--- config.mk ---
export PLATFORM = sky130hd
export DESIGN_NAME = irqw_ctrl
export DESIGN_NICKNAME = d
export VERILOG_FILES = /design/src/design/irqw_pkg.sv /design/src/design/irqw_ctrl.sv
export SDC_FILE = /design/constraint.sdc
export NUM_CORES = 1
export LEC_CHECK = 0
export BUFFER_PORTS_ARGS = -buffer_cell sky130_fd_sc_hd__buf_2
export CORE_MARGIN = 3
export CORE_UTILIZATION = 30
export DETAILED_ROUTE_END_ITERATION = 6
export HOLD_SLACK_MARGIN = 0.15
export PLACE_DENSITY = 0.49
export RECOVER_POWER = 100
export SKIP_LAST_GASP = 1
export SLEW_MARGIN = 30
export SYNTH_ARGS = -nofsm -noshare
export SYNTH_HDL_FRONTEND = slang
export SYNTH_SLANG_ARGS = --single-unit
--- constraint.sdc ---
create_clock -name sys_clk -period 1.95 [get_ports sys_clk]
set_input_delay 0.585 -clock sys_clk [delete_from_list [all_inputs] [get_ports sys_clk]]
set_output_delay 0.585 -clock sys_clk [all_outputs]
set_load 0.05 [all_outputs]
--- src/design/irqw_pkg.sv ---
// Constants for the interrupt request and wake logic
// Operation
// - Set the EEPROM done flag when a nonvolatile write cycle finishes.
// - Vector EEPROM only with global and EEPROM enables set, stack not full.
// - Servicing EEPROM clears the global enable and the EEPROM done flag.
// - Each timer has compare P and compare A flags, each with an enable.
// - Timer vectors need global, timer and group enables, stack not full.
// - Servicing a timer clears global enable and group flag, not timer flags.
// - Any request flag rising wakes from sleep or idle, whatever the enables.
// - Flags stay set until serviced or cleared; enables only block service.
// - Interrupt entry pushes only the program counter.
// - Interrupt return pops the program counter and sets the global enable.
// - Subroutine return pops the program counter, global enable unchanged.
// - A group flag sets when any timer flag of that group becomes set.
// - Accepting an interrupt loads the program counter with its vector.
package irqw_pkg;

    // --------------------------------------------------
    // Widths
    // --------------------------------------------------
    localparam int DW  = 8;
    localparam int AW  = 3;
    localparam int PCW = 12;

    // --------------------------------------------------
    // Register offsets
    // --------------------------------------------------
    localparam logic [AW-1:0] REG_CTRL  = 3'h0;
    localparam logic [AW-1:0] REG_TEN   = 3'h1;
    localparam logic [AW-1:0] REG_FLAG  = 3'h2;
    localparam logic [AW-1:0] REG_TFLAG = 3'h3;
    localparam logic [AW-1:0] REG_EVT   = 3'h4;
    localparam logic [AW-1:0] REG_MASK  = 3'h5;

    // --------------------------------------------------
    // Field positions
    // --------------------------------------------------
    localparam int CTRL_GIE  = 0;
    localparam int CTRL_EEE  = 1;
    localparam int CTRL_GRP  = 2;
    localparam int FLAG_EED  = 0;
    localparam int FLAG_GRP  = 1;
    localparam int EVT_WAKE  = 0;
    localparam int EVT_TAKE  = 1;

    // --------------------------------------------------
    // Reset values
    // --------------------------------------------------
    localparam logic [DW-1:0] CTRL_RST  = 8'h00;
    localparam logic [DW-1:0] TEN_RST   = 8'h00;
    localparam logic [DW-1:0] FLAG_RST  = 8'h00;
    localparam logic [DW-1:0] TFLAG_RST = 8'h00;
    localparam logic [DW-1:0] EVT_RST   = 8'h00;
    localparam logic [DW-1:0] MASK_RST  = 8'h00;

    // --------------------------------------------------
    // Vectors
    // --------------------------------------------------
    localparam logic [PCW-1:0] VEC_EEPROM = 12'h004;
    localparam logic [PCW-1:0] VEC_GROUP0 = 12'h008;
    localparam logic [PCW-1:0] VEC_STEP   = 12'h004;

    // --------------------------------------------------
    // Accepted source
    // --------------------------------------------------
    typedef enum logic [1:0] {
        SRC_NONE   = 2'b00,
        SRC_EEPROM = 2'b01,
        SRC_GROUP  = 2'b10
    } irqw_src_t;

endpackage

--- src/design/irqw_ctrl.sv ---
// Interrupt request, acknowledge and wake logic
//
// Chosen here: the strobed register port and the register addresses.
`timescale 1ns/1ps
`default_nettype none
module irqw_ctrl #(
    parameter int N_TIMERS = 2
) (
    // Clock and reset
    input  wire logic                        sys_clk,
    input  wire logic                        arst_n,
    // Register port
    input  wire logic [irqw_pkg::AW-1:0]     reg_addr,
    input  wire logic [irqw_pkg::DW-1:0]     reg_wdata,
    input  wire logic                        reg_wr,
    input  wire logic                        reg_rd,
    output logic      [irqw_pkg::DW-1:0]     reg_rdata,
    // Request sources
    input  wire logic                        eeprom_write_done,
    input  wire logic [N_TIMERS-1:0]         timer_cmp_p_match,
    input  wire logic [N_TIMERS-1:0]         timer_cmp_a_match,
    // CPU sequencer
    input  wire logic                        int_slot,
    input  wire logic                        stack_full,
    input  wire logic [irqw_pkg::PCW-1:0]    pc_current,
    input  wire logic                        isr_exit_instr,
    input  wire logic                        subroutine_exit_instr,
    input  wire logic                        low_power,
    output logic                             int_take,
    output logic      [irqw_pkg::PCW-1:0]    int_vector,
    output logic                             stack_push,
    output logic      [irqw_pkg::PCW-1:0]    stack_push_pc,
    output logic                             stack_pop,
    output logic                             global_int_enable,
    output logic                             wake_req,
    output logic                             irq
);

    // --------------------------------------------------
    // Storage
    // --------------------------------------------------
    localparam int TW = 2 * N_TIMERS;

    logic [irqw_pkg::DW-1:0] ctrl;
    logic [TW-1:0]           ten;
    logic                    eeprom_done_flag;
    logic [N_TIMERS-1:0]     group_request_flags;
    logic [TW-1:0]           tflag;
    logic [1:0]              evt;
    logic [1:0]              mask;

    logic                    next_eed;
    logic [TW-1:0]           next_tflag;
    logic [N_TIMERS-1:0]     next_grp;
    logic [1:0]              next_evt;
    logic [N_TIMERS-1:0]     grp_pend;
    logic [N_TIMERS-1:0]     grp_take;
    logic [N_TIMERS-1:0]     grp_en;
    logic                    eed_pend;
    logic                    go;
    logic                    rise_any;
    irqw_pkg::irqw_src_t     src;
    logic [irqw_pkg::PCW-1:0] vec;
    logic [irqw_pkg::DW-1:0] rd_mux;

    logic wr_ctrl;
    logic wr_ten;
    logic wr_flag;
    logic wr_tflag;
    logic wr_mask;
    logic rd_evt;

    // Timer i owns flag bits 2i (compare P) and 2i+1 (compare A)
    function automatic logic pair_req(input logic [TW-1:0] f,
                                      input logic [TW-1:0] e,
                                      input int            i);
        pair_req = (f[2*i] & e[2*i]) | (f[2*i+1] & e[2*i+1]);
    endfunction

    // --------------------------------------------------
    // Decode
    // --------------------------------------------------
    assign wr_ctrl  = reg_wr && (reg_addr == irqw_pkg::REG_CTRL);
    assign wr_ten   = reg_wr && (reg_addr == irqw_pkg::REG_TEN);
    assign wr_flag  = reg_wr && (reg_addr == irqw_pkg::REG_FLAG);
    assign wr_tflag = reg_wr && (reg_addr == irqw_pkg::REG_TFLAG);
    assign wr_mask  = reg_wr && (reg_addr == irqw_pkg::REG_MASK);
    assign rd_evt   = reg_rd && (reg_addr == irqw_pkg::REG_EVT);

    // --------------------------------------------------
    // Pending and priority
    // --------------------------------------------------
    assign grp_en   = ctrl[irqw_pkg::CTRL_GRP +: N_TIMERS];
    assign eed_pend = eeprom_done_flag & ctrl[irqw_pkg::CTRL_EEE];

    always_comb begin
        for (int g = 0; g < N_TIMERS; g++) begin
            grp_pend[g] = group_request_flags[g] & grp_en[g]
                        & pair_req(tflag, ten, g);
        end
    end

    assign go = int_slot & global_int_enable & ~stack_full
              & (eed_pend | (|grp_pend));

    always_comb begin
        src      = irqw_pkg::SRC_NONE;
        vec      = irqw_pkg::VEC_EEPROM;
        grp_take = '0;
        if (eed_pend) begin
            src = irqw_pkg::SRC_EEPROM;
        end else begin
            for (int g = N_TIMERS - 1; g >= 0; g--) begin
                if (grp_pend[g]) begin
                    src      = irqw_pkg::SRC_GROUP;
                    grp_take = N_TIMERS'(1) << g;
                    vec      = irqw_pkg::VEC_GROUP0
                             + 12'(g) * irqw_pkg::VEC_STEP;
                end
            end
        end
    end

    // --------------------------------------------------
    // Flag next values
    // --------------------------------------------------
    always_comb begin
        next_eed = eeprom_done_flag;
        if (go && src == irqw_pkg::SRC_EEPROM) begin
            next_eed = 1'b0;
        end
        if (wr_flag) begin
            next_eed = reg_wdata[irqw_pkg::FLAG_EED];
        end
        if (eeprom_write_done) begin
            next_eed = 1'b1;
        end
    end

    always_comb begin
        next_tflag = tflag;
        if (wr_tflag) begin
            next_tflag = reg_wdata[TW-1:0];
        end
        for (int t = 0; t < N_TIMERS; t++) begin
            if (timer_cmp_p_match[t]) begin
                next_tflag[2*t] = 1'b1;
            end
            if (timer_cmp_a_match[t]) begin
                next_tflag[2*t+1] = 1'b1;
            end
        end
    end

    always_comb begin
        next_grp = group_request_flags;
        if (go && src == irqw_pkg::SRC_GROUP) begin
            next_grp = next_grp & ~grp_take;
        end
        if (wr_flag) begin
            next_grp = reg_wdata[irqw_pkg::FLAG_GRP +: N_TIMERS];
        end
        for (int g = 0; g < N_TIMERS; g++) begin
            if (|(next_tflag[2*g +: 2] & ~tflag[2*g +: 2])) begin
                next_grp[g] = 1'b1;
            end
        end
    end

    assign rise_any = (next_eed & ~eeprom_done_flag)
                    | (|(next_tflag & ~tflag))
                    | (|(next_grp & ~group_request_flags));

    always_comb begin
        next_evt = rd_evt ? 2'b00 : evt;
        if (rise_any && low_power) begin
            next_evt[irqw_pkg::EVT_WAKE] = 1'b1;
        end
        if (go) begin
            next_evt[irqw_pkg::EVT_TAKE] = 1'b1;
        end
    end

    // --------------------------------------------------
    // Flags
    // --------------------------------------------------
    always_ff @(posedge sys_clk or negedge arst_n) begin
        if (!arst_n) begin
            eeprom_done_flag    <= irqw_pkg::FLAG_RST[irqw_pkg::FLAG_EED];
            group_request_flags <= '0;
            tflag               <= '0;
        end else begin
            eeprom_done_flag    <= next_eed;
            group_request_flags <= next_grp;
            tflag               <= next_tflag;
        end
    end

    // --------------------------------------------------
    // Control registers
    // --------------------------------------------------
    always_ff @(posedge sys_clk or negedge arst_n) begin
        if (!arst_n) begin
            ctrl <= irqw_pkg::CTRL_RST;
            ten  <= irqw_pkg::TEN_RST[TW-1:0];
            mask <= irqw_pkg::MASK_RST[1:0];
        end else begin
            if (wr_ctrl) begin
                ctrl <= reg_wdata;
            end
            if (wr_ten) begin
                ten <= reg_wdata[TW-1:0];
            end
            if (wr_mask) begin
                mask <= reg_wdata[1:0];
            end
        end
    end

    always_ff @(posedge sys_clk or negedge arst_n) begin
        if (!arst_n) begin
            global_int_enable <= irqw_pkg::CTRL_RST[irqw_pkg::CTRL_GIE];
        end else if (go) begin
            global_int_enable <= 1'b0;
        end else if (isr_exit_instr) begin
            global_int_enable <= 1'b1;
        end else if (wr_ctrl) begin
            global_int_enable <= reg_wdata[irqw_pkg::CTRL_GIE];
        end
    end

    // --------------------------------------------------
    // CPU handshake
    // --------------------------------------------------
    always_ff @(posedge sys_clk or negedge arst_n) begin
        if (!arst_n) begin
            int_take      <= 1'b0;
            int_vector    <= '0;
            stack_push    <= 1'b0;
            stack_push_pc <= '0;
            stack_pop     <= 1'b0;
        end else begin
            int_take      <= go;
            stack_push    <= go;
            stack_pop     <= isr_exit_instr | subroutine_exit_instr;
            if (go) begin
                int_vector    <= vec;
                stack_push_pc <= pc_current;
            end
        end
    end

    // --------------------------------------------------
    // Wake and interrupt status
    // --------------------------------------------------
    always_ff @(posedge sys_clk or negedge arst_n) begin
        if (!arst_n) begin
            wake_req <= 1'b0;
            evt      <= irqw_pkg::EVT_RST[1:0];
            irq      <= 1'b0;
        end else begin
            wake_req <= rise_any & low_power;
            evt      <= next_evt;
            irq      <= |(next_evt & mask);
        end
    end

    // --------------------------------------------------
    // Read port
    // --------------------------------------------------
    always_comb begin
        rd_mux = '0;
        case (reg_addr)
            irqw_pkg::REG_CTRL: begin
                rd_mux = ctrl;
                rd_mux[irqw_pkg::CTRL_GIE] = global_int_enable;
            end
            irqw_pkg::REG_TEN: begin
                rd_mux[TW-1:0] = ten;
            end
            irqw_pkg::REG_FLAG: begin
                rd_mux[irqw_pkg::FLAG_EED] = eeprom_done_flag;
                rd_mux[irqw_pkg::FLAG_GRP +: N_TIMERS] = group_request_flags;
            end
            irqw_pkg::REG_TFLAG: begin
                rd_mux[TW-1:0] = tflag;
            end
            irqw_pkg::REG_EVT: begin
                rd_mux[1:0] = evt;
            end
            irqw_pkg::REG_MASK: begin
                rd_mux[1:0] = mask;
            end
            default: begin
                rd_mux = '0;
            end
        endcase
    end

    always_ff @(posedge sys_clk or negedge arst_n) begin
        if (!arst_n) begin
            reg_rdata <= '0;
        end else begin
            reg_rdata <= reg_rd ? rd_mux : '0;
        end
    end

endmodule
`default_nettype wire

Word-level counts from Yosys, hierarchy flattened. Cells that the tools add are included.

Register bits after elaboration: 60. Logic and storage cells: 103. Output and inout port bits: 38. Input port bits: 37.

Mux-type cells: 31. Bitwise operators: 33. Reductions and logical operators: 17. Equality and inequality tests: 7.

Operator list (count): $mux 12 (2); $mux 2 (8); $and 1x1->1 (14); $mux 1 (14); $mux 4 (3); $pmux 2 s6 (1); $and 2x2->2 (5); $reduce_or 2->1 (5); $logic_and 1x1->1 (9); $mux 8 (1); $not 2->2 (4); $eq 3x2->1 const B (2); $eq 3x3->1 const B (2); $or 1x1->1 (6); $and 4x4->4 (1); $not 4->4 (1); $pmux 1 s4 (1); $reduce_or 4->1 (1); $eq 3x1->1 const B (1); $logic_not 3->1 (1); $pmux 1 s3 (1); $reduce_bool 3->1 (1); $eq 2x1->1 const B (1); $eq 2x2->1 const B (1); $not 1->1 (2).

Logic depth before layout (Yosys ltp). Gate-level depths: netlist (run 1).

Depth in word-level cells: 18. Depth in mapped cells: 6.

Worst setup path before layout (run 1). No wires, ideal clock.

Kind: input -> register. Start point: in reg_addr[0] (netlist bit). End point: reg ten[0]. Setup time: 0.125 ns. Stages on the path: 5. Slack: 0.149 ns. Arrival time: 1.676 ns. Data required time: 1.825 ns. Cell sequence: buf_4 > buf_4 > nand2_1 > nor3_1 > mux2_2.

Longest elaborated chain between the ends: 2.

RTL lines: start, declared (RTL line irqw_ctrl.sv:13) `input wire logic [irqw_pkg::AW-1:0] reg_addr,`; $eq 3x1->1 (RTL line irqw_ctrl.sv:84) `assign wr_ten = reg_wr && (reg_addr == irqw_pkg::REG_TEN);`; $logic_and 1x1->1 (RTL line irqw_ctrl.sv:84); end signal, assigned (RTL line irqw_ctrl.sv:205) `ten <= irqw_pkg::TEN_RST[TW-1:0];`; end signal, assigned (RTL line irqw_ctrl.sv:212) `ten <= reg_wdata[TW-1:0];`; end, declared (RTL line irqw_ctrl.sv:45) `logic [TW-1:0] ten;`.

Every way passes these cells. A chain may end at the register's enable or synchronous reset.

Final worst setup path (run 1).
Start point: in reg_addr[2] (netlist bit). End point: reg ctrl[3] (netlist bit).

Longest elaborated chain between the ends: 2.

RTL lines: $logic_not 3->1 (RTL line irqw_ctrl.sv:83) `assign wr_ctrl = reg_wr && (reg_addr == irqw_pkg::REG_CTRL);`; $logic_and 1x1->1 (RTL line irqw_ctrl.sv:83); end signal, assigned (RTL line irqw_ctrl.sv:204) `ctrl <= irqw_pkg::CTRL_RST;`; end signal, assigned (RTL line irqw_ctrl.sv:209) `ctrl <= reg_wdata;`; end, declared (RTL line irqw_ctrl.sv:44) `logic [irqw_pkg::DW-1:0] ctrl;`.

Every way passes these cells.

==> results of run 1 <==
-- stage by stage --
stage	power [W]	worst slack, ns	utilization [%]	TNS (ns)
floorplan	0.00254	0.149	-	0
global placement	0.00291	0.0728	38.0	0
detailed placement	0.00292	-0.0159	38.0	-0.0159
CTS	0.00361	0.246	39.3	0
global route	0.00369	0.0760	37.9	0
finish	0.00349	0.173	37.9	0
-- layout by cell type, fill, tap and decap left out, drive strengths merged --
master,count
nand2b,4
nor4b,2
nor3b,2
a41oi,1
o22ai,5
o211ai,4
nand3b,2
clkbuf,41
nand4b,1
a22o,1
nor4bb,1
mux4,1
mux2i,1
a221o,2
and3b,3
o21a,2
nand3,4
o311ai,1
a2111o,1
nor2,7
nand4bb,2
nor2b,1
conb,10
mux2,29
nand2,15
nor3,1
a211oi,1
clkinvlp,1
dfrtp,49
a21oi,6
o221ai,1
or2,3
o21ai,3
o22a,1
buf,40
a22oi,6
inv,10
and2,7
-- final timing paths --
kind,end
max,ctrl[3]
min,stack_pop
max reg2reg,stack_push_pc[1]
min reg2reg,reg_rdata[5]
max in group asynchronous,reg_rdata[3]
min in group asynchronous,stack_push_pc[8]
-- state kept, by name (all words and copies together) (netlist names), 2 cells and up --
name	count
ctrl	7
evt	2
group_request_flags	2
int_vector	2
mask	2
reg_rdata	8
stack_push_pc	12
ten	4
tflag	4
-- report_power, final --
part | total (W) | switching [W] | leakage, nW | internal, W
logic | 0.00137 | 0.000980 | 0.632 | 0.000391
clock network | 0.000659 | 0.000366 | 0.0478 | 0.000293
registers | 0.00146 | 0.000176 | 0.579 | 0.00128
-- final cells by class --
class,instances,area [µm²]
multi-input combinational,131,970
fill,792,4600
timing repair buffer,75,357
sequential,49,1230
inverter,9,33.8
clock buffer,6,82.6
tap,99,124
clock inverter,2,16.3
-- cell families (layout without fill, tap and decap cells) --
family | Yosys count | count (layout) | share of synthesized area [%]
compound gates | 35 | 35 | 11.0
buf+inv | 26 | 92 | 6.48
other cells | 1 | 10 | 0.161
simple gates | 55 | 55 | 14.5
flops | 49 | 49 | 52.5
mux | 31 | 31 | 15.4
-- routing by layer --
metal / up-vias / global-route usage, %
li1: 832 / -
met3: 12 / 3.85
met4: 0 / 3.61
met1: 825 / 18.7
met5: - / 0
met2: 70 / 20.3
-- worst max-delay path, delay by kind of cell --
kind                   cells  cell delay (ns)
buffers and inverters      2             0.68
multiplexers               1             0.40
AND/OR/NAND/NOR            1             0.31
==> run metrics, run 1 <==
metal2 WL 2430 µm; antenna violations before repair 0; relative slew slack 15.8%; Clock Tree Buf Depth 2; Critical Path, Cell by Cell buf_2, nor4b_1, clkbuf_1, mux2_2; cell chosen for the clock root clkbuf_8; drt total wl 5540 µm; launch point of the worst reg-to-reg path tflag[1]; # resized after CTS 0; PortBufs 64; Syn Area/Cell 11.9 µm²; max layer used met4; H-tree levels 2; period utilization 91.1%; Max Fclk 563 MHz; placed instance count 363; placed inst area 2820 µm²; min-delay src subroutine_exit_instr; critical path's slowest cell clkbuf_1; worst vdd ir 0.000796 V; Fin Hold WS 0.460 ns; wire length on met1 2640 µm; Initial Util 31.5%; Critical Path Source reg_addr[2]; Setup Crit Path Kind in2reg; fin. max-slew vios 0; routed wl met3 387 µm; Yosys reg bits 49; Clock transition at path regs 0.10 ns; Final GP Congestion 0.797; grt ovf 0; RSZ-0062 raised after global routing no; CP required 2.15 ns; count of cell types in the netlist 40; n_diodes 0; synth top area cells dfrtp_1, mux2_2, buf_4; Post-Layout Inst Area 2810 µm²; P_leak 1.26 nW; crit-path max cell delay 0.52 ns; fin cells 371; clk_skew 0.00840 ns; HPWL after DPL 4170 µm; outcome complete, no violations; Syn. warnings 0; DR vias/cell 4.69; Startpoint Class primary input; post-CTS setup buffer count 0; Post-synth top cells dfrtp_1, mux2_2, nand2_1; Pre-antenna DRT Iters 4; arrival time at the worst endpoint 1.97 ns; Tot GR Track Use 13.4%; Syn Inst Count 197; Die ar. 8880 µm²; sequential share of the synthesized area 52.5%; first-pass GRT wire length 9210 µm; Tmin final 1.78 ns; Die Wd 94.2 µm; Post-route DRC 0; die height 94.2 µm; Min-Delay Path Class in2reg; actual slew at the worst max-slew pin 1.26 ns; Final Hold Vio Count 0; reg2reg path depth 5; Std-Cell Rows 31; Max Cap Viol 0; Detailed Route Iter0 Violations 102; top-count cell post-synth dfrtp_1; nature of the critical path endpoint flip-flop; share of cells above drive strength 1 30.5%; CTS Hold Buffers Added 0; power density over the cells 1240 nW/µm²; reg2reg setup slack 0.26 ns; number of synthesized flops with an enable pin 0; Synth Cell Area 2330 µm²; Post-DRT Antenna Nets 0; Area growth syn-to-layout 20.3%; CTS tree built; core area 7410 µm²; WL/cell 14.9 µm; CTS sink count 49; hold depth 2; largest net degree at the start of global routing 50; fin nets 308; Setup Viol. Count Final 0; Inserted Clock Buffers 5; # IOs 75; Synth async-reset ratio 100%; vias in the first global route 1829; vias post-DR 1739; Worst-Skew Late Latency 0.30 ns; proportion of netlist area held by the largest area contributor 52.5%; cell taking the most area after synthesis dfrtp_1; prevailing post-synth register cell dfrtp_1; CP max FO 10
No activity file was read; power rests on OpenSTA's default activity.
==> run 2: changes to the inputs <==
--- a/config.mk
+++ b/config.mk
@@ -10,10 +10,10 @@
 export CORE_UTILIZATION = 30
 export DETAILED_ROUTE_END_ITERATION = 6
 export HOLD_SLACK_MARGIN = 0.15
-export PLACE_DENSITY = 0.49
+export PLACE_DENSITY_LB_ADDON = 0.1
 export RECOVER_POWER = 100
 export SKIP_LAST_GASP = 1
-export SLEW_MARGIN = 30
+export SLEW_MARGIN = 20
 export SYNTH_ARGS = -nofsm -noshare
 export SYNTH_HDL_FRONTEND = slang
 export SYNTH_SLANG_ARGS = --single-unit
==> run 2 against run 1 <==
  * Core utilization grew 0.44 points
  * Worst setup slack gained 0.041 ns
  * Hold slack is essentially flat
  * Clock skew shrank 0.0023 ns
  * Via count shrank 1.1%
  * Sequential share of layout area shrank 0.50 points
  * Critical endpoint is now stack_push_pc[0]
==> run metrics, run 2 (synthesis results as in run 1) <==
arrival time at the worst endpoint 1.93 ns; Detailed Route Iter0 Violations 59; RSZ-0062 raised after global routing no; Setup Crit Path Kind reg2reg; biggest regs stack_push_pc (12), reg_rdata (8), ctrl (7); Final GP Congestion 0.824; Fillers 779; # IOs 75; # resized after CTS 0; core area 7410 µm²; Tot GR Track Use 13.1%; outcome complete, no violations; area taken by multi-input logic gates 970 µm²; DR vias/cell 4.60; antenna violations before repair 0; crit-path max cell delay 0.46 ns; Die ar. 8880 µm²; Post-DRT Antenna Nets 0; Std-Cell Rows 31; actual slew at the worst max-slew pin 1.10 ns; reg2reg setup slack 0.21 ns; most common cell after layout, fill and taps aside dfrtp_1; relative slew slack 26.4%; Biggest register stack_push_pc; fin nets 311; die height 94.2 µm; Pre-antenna DRT Iters 4; grt ovf 0; P_leak 1.28 nW; WL/cell 14.8 µm; first-pass GRT wire length 8870 µm; Final Hold Vio Count 0; Sum Neg Setup Slack 0 ns; Min-Delay Path Class in2async; vias post-DR 1720; CP required 2.14 ns; most frequent cells in the layout dfrtp_1, buf_2, clkbuf_1; PortBufs 64; power density over the cells 1230 nW/µm²; Inserted Clock Buffers 5; Area growth syn-to-layout 21.7%; CTS Hold Buffers Added 0; CTS tree built; CTS sink count 49; period utilization 89.0%; post-CTS setup buffer count 0; Setup Viol. Count Final 0; H-tree levels 2; Worst-Skew Late Latency 0.30 ns; share of cells above drive strength 1 31.6%; Initial Util 31.5%; critical path's slowest cell dfrtp_1; Post-route DRC 0; HPWL after DPL 4290 µm; worst vdd ir 0.000700 V; clk_skew 0.00607 ns; Critical Path, Cell by Cell a22oi_1, o221ai_1, nand2_1, buf_12, mux2_2; pre-CTS setup slack 0.00355 ns; Max Fclk 576 MHz; setup slack after layout 0.214 ns; vias in the first global route 1784; Die Wd 94.2 µm; Max Cap Viol 0; drt total wl 5550 µm; flip-flop count of the largest register after layout 12; nature of the critical path endpoint flip-flop; Clock Tree Buf Depth 2; cell chosen for the clock root clkbuf_8; Bufs and invs on worst path 1; CP top delay family compound AO/OA/AOI/OAI gates; Clock transition at path regs 0.09 ns; CP max FO 15; largest net degree at the start of global routing 31; n_diodes 0; Storage cell area 1230 µm²; fin. max-slew vios 0; Startpoint Class flip-flop; Tmin final 1.74 ns
## run 2: changes by cell type in the layout (fill, tap and decap cells not counted), sizes merged
| cell | change |
|---|---|
| clkbuf | +3 |
| buf | +1 |
| clkinv | +1 |
| clkinvlp | -1 |
| inv | -1 |
## run 2: area by class of cell
class / count / area share [%]
inverters: 9 / 1.19
clock inverters: 1 / 0.176
well taps: 99 / 4.36
flip-flops and latches: 49 / 43.2
clock buffers: 7 / 3.39
repair buffers: 78 / 13.6
multi-input cells: 131 / 34.1
## run 2: final timing paths
path,start,to,depth (start not counted)
max in group asynchronous,arst_n,tflag[0],2
min reg2reg,ctrl[4],reg_rdata[4],1
max,tflag[3],stack_push_pc[0],5
min in group sys_clk,subroutine_exit_instr,stack_pop,2
min,arst_n,reg_rdata[2],1
max reg2reg,tflag[3],stack_push_pc[0],5
## run 2: routing by layer
metal / up-vias / GRT usage, % / wire length (µm)
met1: 808 / 17.1 / 2550
met3: 8 / 3.69 / 401
li1: 839 / - / -
met5: - / 0 / 0
met4: 0 / 4.81 / 78
met2: 65 / 20.8 / 2520
## run 2: per-stage QoR
stage | hold WS (ns) | utilization, % | instances | cell area, µm² | total power [W]
after floorplan | 0.289 | - | 206 | 2370 | 0.00254
after global placement | 0.463 | 38.1 | 366 | 2830 | 0.00291
after detailed placement | 0.462 | 38.1 | 366 | 2830 | 0.00292
after CTS | 0.247 | 39.5 | 374 | 2930 | 0.00360
after global routing | 0.461 | 38.4 | 374 | 2840 | 0.00369
final | 0.460 | 38.4 | 374 | 2840 | 0.00349
## run 2: power by group
part / switching, W / internal (W)
Sequential: 0.000166 / 0.00128
Clock: 0.000336 / 0.000321
Combinational: 0.000988 / 0.000396
